===== src/hw/rsd_synth_regs.svh =====
// register offsets, field positions, reset values and counts of the synthesiser control block
`ifndef RSD_SYNTH_REGS_SVH
`define RSD_SYNTH_REGS_SVH

// register offsets on the serial control port
`define RSD_ADDR_DATA     8'hb2
`define RSD_ADDR_CTRL     8'hb3
`define RSD_ADDR_STAT     8'hb4

// divider widths
`define RSD_N_W           20
`define RSD_R_W           13

// control register: one byte per channel, channel 1 starts at this bit
`define RSD_CH_STRIDE     8
`define RSD_CB_EN         0
`define RSD_CB_SET        1
`define RSD_CB_TOL        2
`define RSD_CB_GAIN       3
`define RSD_CB_LKIE       4
`define RSD_CB_OLIE       5
`define RSD_CB_REFSEL     6
`define RSD_CTRL_RST      16'h0000

// data register word: target channel, target set, payload
`define RSD_DW_CH         15
`define RSD_DW_SET        14
`define RSD_PAY_W         12
`define RSD_SEQ_N_LO      2'h0
`define RSD_SEQ_N_HI      2'h1
`define RSD_SEQ_R_LO      2'h2
`define RSD_SEQ_R_HI      2'h3

// status register bits
`define RSD_ST_LOCK       0
`define RSD_ST_OOL        2

// divider reset values and lock tolerances in reference cycles
`define RSD_N_RST         20'h0_0001
`define RSD_R_RST         13'h0001
`define RSD_TOL_NARROW    3'h1
`define RSD_TOL_WIDE      3'h4
`define RSD_MEAS_MAX      3'h7

`endif


===== src/hw/rsd_pkg.sv =====
// types shared by the synthesiser control block
package rsd_pkg;
    // phase-frequency comparator state
    typedef enum logic [1:0] {
        RSD_PFD_IDLE = 2'b00,
        RSD_PFD_UP   = 2'b01,
        RSD_PFD_DN   = 2'b10
    } rsd_pfd_t;
    typedef logic [19:0] rsd_ndiv_t;
    typedef logic [12:0] rsd_rdiv_t;
endpackage


===== src/hw/rsd_lock_vote.sv =====
// three-deep lock history with majority vote
`timescale 1ns/10ps
`default_nettype none
module rsd_lock_vote (
    // clock and reset
    input  wire logic i_sys_clk,
    input  wire logic i_arst_n,
    // measurement input
    input  wire logic i_restart,
    input  wire logic i_meas_valid,
    input  wire logic i_meas_ok,
    // vote result
    output logic      o_locked
);
    logic [2:0] hist_reg;   // newest measurement in bit 0
    logic [2:0] hist_next;

    // two of three
    function automatic logic rsd_maj(input logic [2:0] h);
        return (h[0] & h[1]) | (h[1] & h[2]) | (h[0] & h[2]);
    endfunction

    assign hist_next = {hist_reg[1:0], i_meas_ok};

    // history and vote; a fresh lock needs the two newest both good
    always_ff @(posedge i_sys_clk or negedge i_arst_n) begin
        if (!i_arst_n) begin
            hist_reg <= 3'h0;
            o_locked <= 1'b0;
        end else if (i_restart) begin
            hist_reg <= 3'h0;
            o_locked <= 1'b0;
        end else if (i_meas_valid) begin
            hist_reg <= hist_next;
            if (o_locked) begin
                o_locked <= rsd_maj(hist_next);
            end else begin
                o_locked <= hist_next[0] & hist_next[1];
            end
        end
    end

    property p_vote_rise;
        @(posedge i_sys_clk) disable iff (!i_arst_n)
        $rose(o_locked) |-> (hist_reg[1:0] == 2'b11);
    endproperty
    a_vote_rise: assert property (p_vote_rise)
        else $error("lock rose without two good measurements");

    property p_vote_hold;
        @(posedge i_sys_clk) disable iff (!i_arst_n)
        o_locked |-> rsd_maj(hist_reg);
    endproperty
    a_vote_hold: assert property (p_vote_hold)
        else $error("lock held against the majority");

    property p_vote_restart;
        @(posedge i_sys_clk) disable iff (!i_arst_n)
        i_restart |=> (!o_locked && hist_reg == 3'h0);
    endproperty
    a_vote_restart: assert property (p_vote_restart)
        else $error("history not cleared on restart");
endmodule // rsd_lock_vote
`default_nettype wire


===== src/hw/rsd_pin_sync.sv =====
// three-stage pin synchroniser with rising-edge detect
`timescale 1ns/10ps
`default_nettype none
module rsd_pin_sync (
    // clock and reset
    input  wire logic       i_sys_clk,
    input  wire logic       i_arst_n,
    // raw pins
    input  wire logic [3:0] i_pin,
    // filtered level and one-cycle rising pulse
    output logic      [3:0] o_level,
    output logic      [3:0] o_rise
);
    logic [3:0] s1_reg;     // first stage, read only by s2
    logic [3:0] s2_reg;
    logic [3:0] s3_reg;

    // shift chain
    always_ff @(posedge i_sys_clk or negedge i_arst_n) begin
        if (!i_arst_n) begin
            s1_reg <= 4'h0;
            s2_reg <= 4'h0;
            s3_reg <= 4'h0;
        end else begin
            s1_reg <= i_pin;
            s2_reg <= s1_reg;
            s3_reg <= s2_reg;
        end
    end

    // a change counts only once stages two and three agree
    always_ff @(posedge i_sys_clk or negedge i_arst_n) begin
        if (!i_arst_n) begin
            o_level <= 4'h0;
            o_rise  <= 4'h0;
        end else begin
            o_rise  <= s2_reg & s3_reg & ~o_level;
            o_level <= (s2_reg & s3_reg) | (o_level & (s2_reg | s3_reg));
        end
    end
endmodule // rsd_pin_sync
`default_nettype wire


===== src/hw/rsd_synth_top.sv =====
// two-channel integer-N synthesiser dividers, comparators and lock detect
`timescale 1ns/10ps
`default_nettype none
`include "rsd_synth_regs.svh"

// Notes on behaviour
// - two independent divider sets per channel
// - one control write swaps the active set
// - feedback counter 20 bits, reference 13
// - compare reference/R against VCO/N
// - one reference source for both channels
// - gain bit 3 and bit 11
// - high gain is four times low
// - four data writes build a setup
// - no interlock on active set updates
// - lock tolerance one or four reference cycles
// - majority of last three measurements
// - two good measurements before lock
// - status lock bits, maskable interrupt
// - locked to unlocked raises an event
// - phase lock only, may lag switch
module rsd_synth_top (
    // clock and reset
    input  wire logic        i_sys_clk,
    input  wire logic        i_arst_n,
    // register port
    input  wire logic        i_reg_wr,
    input  wire logic        i_reg_rd,
    input  wire logic [7:0]  i_reg_addr,
    input  wire logic [15:0] i_reg_wdata,
    output logic      [15:0] o_reg_rdata,
    // reference and feedback pins
    input  wire logic        i_xtal_reference,
    input  wire logic        i_synth_reference_clock_input,
    input  wire logic [1:0]  i_vco_feedback,
    // charge pump drive per channel
    output logic      [1:0]  o_charge_pump_output_up,
    output logic      [1:0]  o_charge_pump_output_dn,
    output logic      [1:0]  o_charge_pump_gain_high,
    // host interrupt
    output logic             o_host_irq
);
    //////////////////////////////////////////////////////////////////////////
    // pin synchronisers
    // only the edges clock the dividers, so the filtered levels stay open
    logic [3:0] pin_rise;       // 0 xtal, 1 ref pin, 2..3 vco feedback

    rsd_pin_sync u_sync (
        .i_sys_clk (i_sys_clk),
        .i_arst_n  (i_arst_n),
        .i_pin     ({i_vco_feedback, i_synth_reference_clock_input, i_xtal_reference}),
        .o_level   (),
        .o_rise    (pin_rise)
    );

    //////////////////////////////////////////////////////////////////////////
    // register file
    rsd_pkg::rsd_ndiv_t n_set_reg [2][2];   // [channel][set]
    rsd_pkg::rsd_rdiv_t r_set_reg [2][2];
    logic [15:0]        ctrl_reg;           // write-only channel control
    logic [1:0]         wr_seq_reg;         // position in the four-write setup
    logic [1:0]         ool_reg;            // sticky out-of-lock events
    logic [1:0]         locked;             // vote outputs
    logic [1:0]         locked_prev_reg;
    logic               wr_data;
    logic               wr_ctrl;
    logic               rd_stat;
    logic               dw_ch;
    logic               dw_set;
    logic [`RSD_PAY_W-1:0] dw_pay;

    assign wr_data = i_reg_wr && (i_reg_addr == `RSD_ADDR_DATA);
    assign wr_ctrl = i_reg_wr && (i_reg_addr == `RSD_ADDR_CTRL);
    assign rd_stat = i_reg_rd && (i_reg_addr == `RSD_ADDR_STAT);
    assign dw_ch   = i_reg_wdata[`RSD_DW_CH];
    assign dw_set  = i_reg_wdata[`RSD_DW_SET];
    assign dw_pay  = i_reg_wdata[`RSD_PAY_W-1:0];

    // successive data writes land straight in the addressed set, so partial
    // values are visible until the last word; writing a set that is active
    // is allowed and takes effect at the next terminal count
    always_ff @(posedge i_sys_clk or negedge i_arst_n) begin
        if (!i_arst_n) begin
            wr_seq_reg <= 2'h0;
            for (int c = 0; c < 2; c++) begin
                for (int s = 0; s < 2; s++) begin
                    n_set_reg[c][s] <= `RSD_N_RST;
                    r_set_reg[c][s] <= `RSD_R_RST;
                end
            end
        end else if (wr_ctrl) begin
            wr_seq_reg <= 2'h0;
        end else if (wr_data) begin
            wr_seq_reg <= wr_seq_reg + 2'h1;
            unique case (wr_seq_reg)
                `RSD_SEQ_N_LO: begin
                    n_set_reg[dw_ch][dw_set][`RSD_PAY_W-1:0] <= dw_pay;
                end
                `RSD_SEQ_N_HI: begin
                    n_set_reg[dw_ch][dw_set][`RSD_N_W-1:`RSD_PAY_W] <=
                        dw_pay[`RSD_N_W-`RSD_PAY_W-1:0];
                end
                `RSD_SEQ_R_LO: begin
                    r_set_reg[dw_ch][dw_set][`RSD_PAY_W-1:0] <= dw_pay;
                end
                `RSD_SEQ_R_HI: begin
                    r_set_reg[dw_ch][dw_set][`RSD_R_W-1:`RSD_PAY_W] <=
                        dw_pay[`RSD_R_W-`RSD_PAY_W-1:0];
                end
            endcase
        end
    end

    // channel control: one write flips the set selection of a channel
    always_ff @(posedge i_sys_clk or negedge i_arst_n) begin
        if (!i_arst_n) begin
            ctrl_reg <= `RSD_CTRL_RST;
        end else if (wr_ctrl) begin
            ctrl_reg <= i_reg_wdata;
        end
    end

    // sticky out-of-lock events; a new event beats the read that clears it
    always_ff @(posedge i_sys_clk or negedge i_arst_n) begin
        if (!i_arst_n) begin
            ool_reg         <= 2'h0;
            locked_prev_reg <= 2'h0;
        end else begin
            locked_prev_reg <= locked;
            ool_reg <= (rd_stat ? 2'h0 : ool_reg) | (locked_prev_reg & ~locked);
        end
    end

    // status readback; write-only and unmapped offsets read as zero
    always_ff @(posedge i_sys_clk or negedge i_arst_n) begin
        if (!i_arst_n) begin
            o_reg_rdata <= 16'h0000;
        end else if (rd_stat) begin
            o_reg_rdata <= {12'h000, ool_reg, locked};
        end else if (i_reg_rd) begin
            o_reg_rdata <= 16'h0000;
        end
    end

    //////////////////////////////////////////////////////////////////////////
    // shared reference selection
    logic ref_rise;     // one pulse per undivided reference cycle

    // the xtal or the dedicated pin, picked once for both channels
    assign ref_rise = ctrl_reg[`RSD_CB_REFSEL] ? pin_rise[1] : pin_rise[0];

    // counter reload value, zero programmed is treated as divide by one
    function automatic logic [19:0] rsd_reload(input logic [19:0] v);
        return (v == 20'h0_0000) ? 20'h0_0000 : v - 20'h0_0001;
    endfunction

    //////////////////////////////////////////////////////////////////////////
    // per-channel dividers, comparator and lock measurement
    logic [1:0] irq_src;

    for (genvar ch = 0; ch < 2; ch++) begin : g_ch
        localparam int CB = `RSD_CH_STRIDE * ch;
        rsd_pkg::rsd_ndiv_t n_cnt_reg;      // feedback down counter
        rsd_pkg::rsd_rdiv_t r_cnt_reg;      // reference down counter
        rsd_pkg::rsd_pfd_t  pfd_reg;
        logic [2:0]         meas_reg;       // reference cycles between edges
        logic               meas_valid_reg;
        logic               meas_ok_reg;
        logic               set_prev_reg;
        logic               en;
        logic               sel;
        logic               fb_rise;
        logic               r_tc;
        logic               n_tc;
        logic               restart;
        logic [2:0]         tol;
        logic [2:0]         meas_inc;
        logic [19:0]        r_load;

        assign en       = ctrl_reg[CB + `RSD_CB_EN];
        assign sel      = ctrl_reg[CB + `RSD_CB_SET];
        assign fb_rise  = pin_rise[2 + ch];
        assign r_tc     = en && ref_rise && (r_cnt_reg == 13'h0000);
        assign n_tc     = en && fb_rise && (n_cnt_reg == 20'h0_0000);
        assign tol      = ctrl_reg[CB + `RSD_CB_TOL] ? `RSD_TOL_WIDE : `RSD_TOL_NARROW;
        assign meas_inc = (meas_reg == `RSD_MEAS_MAX) ? meas_reg : meas_reg + 3'h1;
        assign restart  = !en || (sel != set_prev_reg);
        assign r_load   = rsd_reload({7'h00, r_set_reg[ch][sel]});

        // dividers count down and reload from the selected set at terminal
        // count or while disabled, so a swap never truncates a cycle in flight
        always_ff @(posedge i_sys_clk or negedge i_arst_n) begin
            if (!i_arst_n) begin
                r_cnt_reg <= 13'h0000;
                n_cnt_reg <= 20'h0_0000;
            end else if (!en) begin
                r_cnt_reg <= r_load[`RSD_R_W-1:0];
                n_cnt_reg <= rsd_reload(n_set_reg[ch][sel]);
            end else begin
                if (ref_rise) begin
                    r_cnt_reg <= (r_cnt_reg == 13'h0000) ?
                                 r_load[`RSD_R_W-1:0] : r_cnt_reg - 13'h0001;
                end
                if (fb_rise) begin
                    n_cnt_reg <= (n_cnt_reg == 20'h0_0000) ?
                                 rsd_reload(n_set_reg[ch][sel]) :
                                 n_cnt_reg - 20'h0_0001;
                end
            end
        end

        // phase-frequency comparator; the gap between the divided edges
        // is timed in undivided reference cycles, not comparison cycles
        always_ff @(posedge i_sys_clk or negedge i_arst_n) begin
            if (!i_arst_n) begin
                pfd_reg        <= rsd_pkg::RSD_PFD_IDLE;
                meas_reg       <= 3'h0;
                meas_valid_reg <= 1'b0;
                meas_ok_reg    <= 1'b0;
            end else if (!en) begin
                pfd_reg        <= rsd_pkg::RSD_PFD_IDLE;
                meas_reg       <= 3'h0;
                meas_valid_reg <= 1'b0;
                meas_ok_reg    <= 1'b0;
            end else begin
                meas_valid_reg <= 1'b0;
                unique case (pfd_reg)
                    rsd_pkg::RSD_PFD_IDLE: begin
                        meas_reg <= 3'h0;
                        if (r_tc && n_tc) begin
                            meas_valid_reg <= 1'b1;
                            meas_ok_reg    <= 1'b1;
                        end else if (r_tc) begin
                            pfd_reg <= rsd_pkg::RSD_PFD_UP;
                        end else if (n_tc) begin
                            pfd_reg <= rsd_pkg::RSD_PFD_DN;
                        end
                    end
                    rsd_pkg::RSD_PFD_UP: begin
                        if (n_tc) begin
                            pfd_reg        <= rsd_pkg::RSD_PFD_IDLE;
                            meas_valid_reg <= 1'b1;
                            meas_ok_reg    <= (ref_rise ? meas_inc : meas_reg) <= tol;
                        end else if (ref_rise) begin
                            meas_reg <= meas_inc;
                        end
                    end
                    rsd_pkg::RSD_PFD_DN: begin
                        if (r_tc) begin
                            pfd_reg        <= rsd_pkg::RSD_PFD_IDLE;
                            meas_valid_reg <= 1'b1;
                            meas_ok_reg    <= meas_inc <= tol;
                        end else if (ref_rise) begin
                            meas_reg <= meas_inc;
                        end
                    end
                endcase
            end
        end

        // charge pump drive and gain; the analogue stage gives 4:1 current
        always_ff @(posedge i_sys_clk or negedge i_arst_n) begin
            if (!i_arst_n) begin
                o_charge_pump_output_up[ch] <= 1'b0;
                o_charge_pump_output_dn[ch] <= 1'b0;
                o_charge_pump_gain_high[ch] <= 1'b0;
                set_prev_reg                <= 1'b0;
            end else begin
                o_charge_pump_output_up[ch] <= (pfd_reg == rsd_pkg::RSD_PFD_UP);
                o_charge_pump_output_dn[ch] <= (pfd_reg == rsd_pkg::RSD_PFD_DN);
                o_charge_pump_gain_high[ch] <= ctrl_reg[CB + `RSD_CB_GAIN];
                set_prev_reg                <= sel;
            end
        end

        // lock only ever claims phase agreement and may lag a set swap
        rsd_lock_vote u_vote (
            .i_sys_clk    (i_sys_clk),
            .i_arst_n     (i_arst_n),
            .i_restart    (restart),
            .i_meas_valid (meas_valid_reg),
            .i_meas_ok    (meas_ok_reg),
            .o_locked     (locked[ch])
        );

        assign irq_src[ch] = (locked[ch] && ctrl_reg[CB + `RSD_CB_LKIE]) ||
                             (ool_reg[ch] && ctrl_reg[CB + `RSD_CB_OLIE]);

        property p_meas_tol;
            @(posedge i_sys_clk) disable iff (!i_arst_n)
            (en && pfd_reg == rsd_pkg::RSD_PFD_UP && n_tc && !ref_rise
             && meas_reg > tol) |=> (meas_valid_reg && !meas_ok_reg);
        endproperty
        a_meas_tol: assert property (p_meas_tol)
            else $error("late edge judged inside tolerance");

        property p_ref_reload;
            @(posedge i_sys_clk) disable iff (!i_arst_n)
            (r_tc && !wr_data && !wr_ctrl)
            |=> ({7'h00, r_cnt_reg} == rsd_reload({7'h00, r_set_reg[ch][sel]}));
        endproperty
        a_ref_reload: assert property (p_ref_reload)
            else $error("reference counter reloaded with wrong value");

        property p_gain_bit;
            @(posedge i_sys_clk) disable iff (!i_arst_n)
            wr_ctrl |-> ##2
                (o_charge_pump_gain_high[ch] == $past(i_reg_wdata[CB + `RSD_CB_GAIN], 2));
        endproperty
        a_gain_bit: assert property (p_gain_bit)
            else $error("gain output does not follow the control bit");
    end

    // interrupt line, registered
    always_ff @(posedge i_sys_clk or negedge i_arst_n) begin
        if (!i_arst_n) begin
            o_host_irq <= 1'b0;
        end else begin
            o_host_irq <= |irq_src;
        end
    end

    //////////////////////////////////////////////////////////////////////////
    // checks on the shared logic
    property p_set_switch;
        @(posedge i_sys_clk) disable iff (!i_arst_n)
        wr_ctrl |=> (ctrl_reg[`RSD_CB_SET] == $past(i_reg_wdata[`RSD_CB_SET]));
    endproperty
    a_set_switch: assert property (p_set_switch)
        else $error("set selection not taken from control write");

    property p_ool_event;
        @(posedge i_sys_clk) disable iff (!i_arst_n)
        (locked_prev_reg[0] && !locked[0]) |=> ool_reg[0];
    endproperty
    a_ool_event: assert property (p_ool_event)
        else $error("loss of lock not recorded");

    property p_irq_ool;
        @(posedge i_sys_clk) disable iff (!i_arst_n)
        (ool_reg[0] && ctrl_reg[`RSD_CB_OLIE]) |=> o_host_irq;
    endproperty
    a_irq_ool: assert property (p_irq_ool)
        else $error("unmasked event did not raise interrupt");

    property p_data_seq;
        @(posedge i_sys_clk) disable iff (!i_arst_n)
        (wr_data && wr_seq_reg == `RSD_SEQ_N_LO) |=>
            (n_set_reg[$past(dw_ch)][$past(dw_set)][`RSD_PAY_W-1:0] == $past(dw_pay))
            && (wr_seq_reg == `RSD_SEQ_N_HI);
    endproperty
    a_data_seq: assert property (p_data_seq)
        else $error("first data word not stored");
endmodule // rsd_synth_top
`default_nettype wire


===== config.mk =====
export PLATFORM = sky130hd
export DESIGN_NAME = rsd_synth_top
export DESIGN_NICKNAME = d
export VERILOG_FILES = /design/src/hw/rsd_pkg.sv /design/src/hw/rsd_lock_vote.sv /design/src/hw/rsd_pin_sync.sv /design/src/hw/rsd_synth_top.sv
export VERILOG_INCLUDE_DIRS = /design/src /design/src/hw
export SDC_FILE = /design/constraint.sdc
export NUM_CORES = 1
export LEC_CHECK = 0
export ABC_AREA = 1
export BUFFER_PORTS_ARGS = -buffer_cell sky130_fd_sc_hd__buf_2
export CORE_MARGIN = 2
export CORE_UTILIZATION = 50
export DETAILED_ROUTE_END_ITERATION = 6
export GPL_TIMING_DRIVEN = 1
export PLACE_DENSITY_LB_ADDON = 0.3
export SLEW_MARGIN = 5
export SYNTH_ARGS = -nofsm -noshare
export SYNTH_HDL_FRONTEND = slang
export SYNTH_SLANG_ARGS = --single-unit
export TNS_END_PERCENT = 1

===== constraint.sdc =====
create_clock -name i_sys_clk -period 1.9 [get_ports i_sys_clk]
set_input_delay 0 -clock i_sys_clk [delete_from_list [all_inputs] [get_ports i_sys_clk]]
set_output_delay 0 -clock i_sys_clk [all_outputs]
set_load 0.005 [all_outputs]

==> summary.txt <==
status = complete, but fails checks
failing checks = negative setup slack
fin util = 62.42%
chip width = 181.5 microns
post-route setup slack = -0.05578 ns
vias in the first global route = 13,700
PwrDens = 808.4 nW/um^2
Primary FF master, synth = dfrtp_1
Clock transition at path regs = 0.06 ns
GRT overflow = 0
clk_skew = 0.009476 ns
post-synthesis sequential area ratio = 42.95%
Root Buffer = clkbuf_16
max FFs per register = 80
arrival time at the worst endpoint = 2.41 ns
Pleak = 0.009308 uW
drt wl/cell = 14.74 microns
hpwl dp = 28,960 microns
Die H = 181.5 microns
clock buffer depth = 3
Netlist cell types = 50
# DRC = 0
Ys Warns = 0
register bit total from synthesis = 270
RSZ-0062 raised after global routing = yes
Slew @ Worst Pin = 0.5663 ns
vias per inst = 5.168
Reg2Reg Setup Slack = -0.06 ns
critical path class = register to register
Initial Util = 51.10%
Final Hold Fails = 0
Routability Congestion = 0.9199
Reg2Reg Capture Point = g_ch[1].n_cnt_reg[14]
clock latency at the later pin of the worst-skew pair = 0.56 ns
FP Rows = 64
CTS Buf Count = 30
largest net degree at the start of global routing = 64
htree depth = 1
CTS tree = done
Fmax = 0.5113 GHz
die area = 32,940 sq um
Total Routing Usage GR = 24.61%
worst hold path type = input port to asynchronous set/reset pin
FF-to-FF Start = ctrl_reg[9]
crit path launch type = register
Final #Nets = 2,383
initial antenna violation count = 0
power consumption = 15,560 uW
total of max-cap violations = 0
min Tclk post-route = 1.956 ns
final slew viol count = 0
fraction of layout cells with a size suffix above 1 = 20.54%
Post-Route WL = 40,350 microns
max_slew headroom = 62.16%
antenna cells = 0
worst-path fanout max = 18
fin crit share = 102.9%
Syn Area/Cell = 7.541 sq um
EDFF count, synth = 0
First DRT Iteration DRCs = 909
Reg2Reg Depth = 12
Layout Area Growth over Synthesis = 22.16%
peak supply drop = 661.1 uV
Setup-failing EPs final = 15
Setup crit end kind = register
post-route ant nets = 0
first-pass GRT wire length = 66,740 microns
Post-Syn Area = 15,750 sq um
CP Data Required Time = 2.35 ns
core footprint = 30,830 sq um
Initial DRT Pass Iterations = 6
IO Port Bufs = 42
CTS Sinks = 270
Synth async-reset ratio = 100.0%
Post-Synthesis Cells = 2,089
Vias = 14,150
io pins = 55
power by group:
part           leakage [uW]  internal, uW  total, uW  switching [uW]
sequential          0.00334          6120       6420             305
combinational       0.00546          1140       2870            1720
clock              0.000508          3830       6270            2440
cell families after synthesis:
| group | share of synthesized area (%) |
|---|---|
| simple gates | 29.71 |
| buf+inv | 9.372 |
| compound gates | 11.36 |
| flops | 42.95 |
| xor+xnor | 3.892 |
| fa+ha+maj | 2.542 |
| mux | 0.1430 |
| other cells | 0.02381 |
worst max-delay path, cell delays in order, from the launching register on:
cell	delay, ns
dfrtp_2	0.46
buf_4	0.22
nand2_1	0.07
o21ai_1	0.11
nor2_1	0.17
nand2_1	0.11
nor2_4	0.14
nand3_2	0.15
nand2_4	0.13
buf_4	0.12
nor2_1	0.03
nand2_1	0.08
nand2_1	0.05
stage by stage:
step / cell area, sq um / hold WS, ns / cells / setup slack (ns) / setup TNS [ns]
2_1_floorplan: 15900 / -0.2956 / 2100 / -0.05062 / -0.8553
3_3_place_gp: 17540 / 0.0002315 / 2647 / -0.1705 / -1.800
3_5_place_dp: 17540 / 0.002903 / 2647 / -0.2129 / -2.593
4_1_cts: 18980 / 0.005609 / 2737 / -0.06485 / -0.5102
5_1_grt: 19240 / 0.03634 / 2738 / -0.1895 / -6.168
6_report: 19240 / 0.007139 / 2738 / -0.05578 / -0.3179
synth_stat cells, types with 2 or more instances:
| library cell | n | area, sq um |
|---|---|---|
| inv_1 | 258 | 968.4 |
| dfrtp_1 | 262 | 6556 |
| buf_2 | 9 | 45.04 |
| o21ai_2 | 19 | 166.4 |
| clkbuf_1 | 23 | 86.33 |
| xnor2_1 | 23 | 201.4 |
| o21bai_1 | 4 | 30.03 |
| o211ai_1 | 4 | 30.03 |
| xor2_1 | 47 | 411.6 |
| nand2_2 | 30 | 187.7 |
| buf_6 | 14 | 157.7 |
| nand3b_1 | 5 | 37.54 |
| nor2_2 | 19 | 118.9 |
| buf_4 | 14 | 105.1 |
| o311ai_0 | 4 | 35.03 |
| dfstp_2 | 8 | 210.2 |
| a22oi_1 | 17 | 127.6 |
| nor3_1 | 16 | 80.08 |
| a31oi_1 | 6 | 37.54 |
| a21oi_2 | 2 | 17.52 |
| a21oi_1 | 22 | 110.1 |
| or2_2 | 6 | 37.54 |
| buf_8 | 3 | 45.04 |
| nand2_4 | 5 | 56.30 |
| nor2_4 | 13 | 146.4 |
| nand2_1 | 595 | 2233 |
| mux2_2 | 2 | 22.52 |
| and2_1 | 4 | 25.02 |
| o21ai_1 | 24 | 120.1 |
| nand3_1 | 127 | 635.6 |
| o22ai_1 | 7 | 43.79 |
| ha_1 | 32 | 400.4 |
| nand4_1 | 27 | 168.9 |
| nand3_2 | 19 | 190.2 |
| o21ai_0 | 209 | 1046 |
| inv_2 | 12 | 45.04 |
| nor2_1 | 185 | 694.4 |
final cells by class:
type                    instances  area (sq um)
inverters                     270          1016
well taps                     396         495.5
flip-flops and latches        270          6770
clock buffers                  37         808.3
clock inverters                18         256.5
fillers                      2675         11590
repair buffers                251          1959
multi-input cells            1496          7938
worst max path at each step:
stage | start | end | slack, ns | cells after the start
floorplan | g_ch[0].meas_reg[0] | g_ch[0].meas_ok_reg | -0.05 | 15
detailed placement | g_ch[0].n_cnt_reg[0] | g_ch[0].n_cnt_reg[16] | -0.21 | 11
global placement | g_ch[0].n_cnt_reg[0] | g_ch[0].n_cnt_reg[16] | -0.17 | 11
finish | ctrl_reg[9] | g_ch[1].n_cnt_reg[14] | -0.06 | 12
global route | ctrl_reg[9] | g_ch[1].n_cnt_reg[18] | -0.19 | 12
CTS | g_ch[0].meas_reg[0] | g_ch[0].meas_ok_reg | -0.06 | 15
per-layer routing:
layer / global-route usage (%) / routed length [microns] / up-vias
li1: - / - / 7082
met1: 34.91 / 18870 / 6670
met2: 40.31 / 18660 / 345
met3: 3.510 / 2112 / 53
met4: 5.236 / 707 / 0
met5: 0 / 0 / -
placed cells by master, fill, tap and decap left out, types with 24 or more instances in the layout:
cell type      instances
buf_2                 41
buf_4                169
clkbuf_16             31
dfrtp_1              259
dlygate4sd3_1         28
inv_1                251
nand2_1              587
nand2_2               35
nand3_1              114
nand3_2               27
nand4_1               27
nor2_1               165
nor2_2                29
nor2_4                24
o21ai_0              202
o21ai_1               27
xor2_1                47
timing repair:
item | in CTS | in global routing
endpoints found under the hold margin | 344 | 0
endpoints found under the setup margin | 52 | 123
gates resized for setup | 14 | 64
pin swaps | 5 | 12
cloned | 0 | 1
hold buffers | 30 | 0
buffers inserted | 5 | 0
Power figures use the tool's default switching activity.
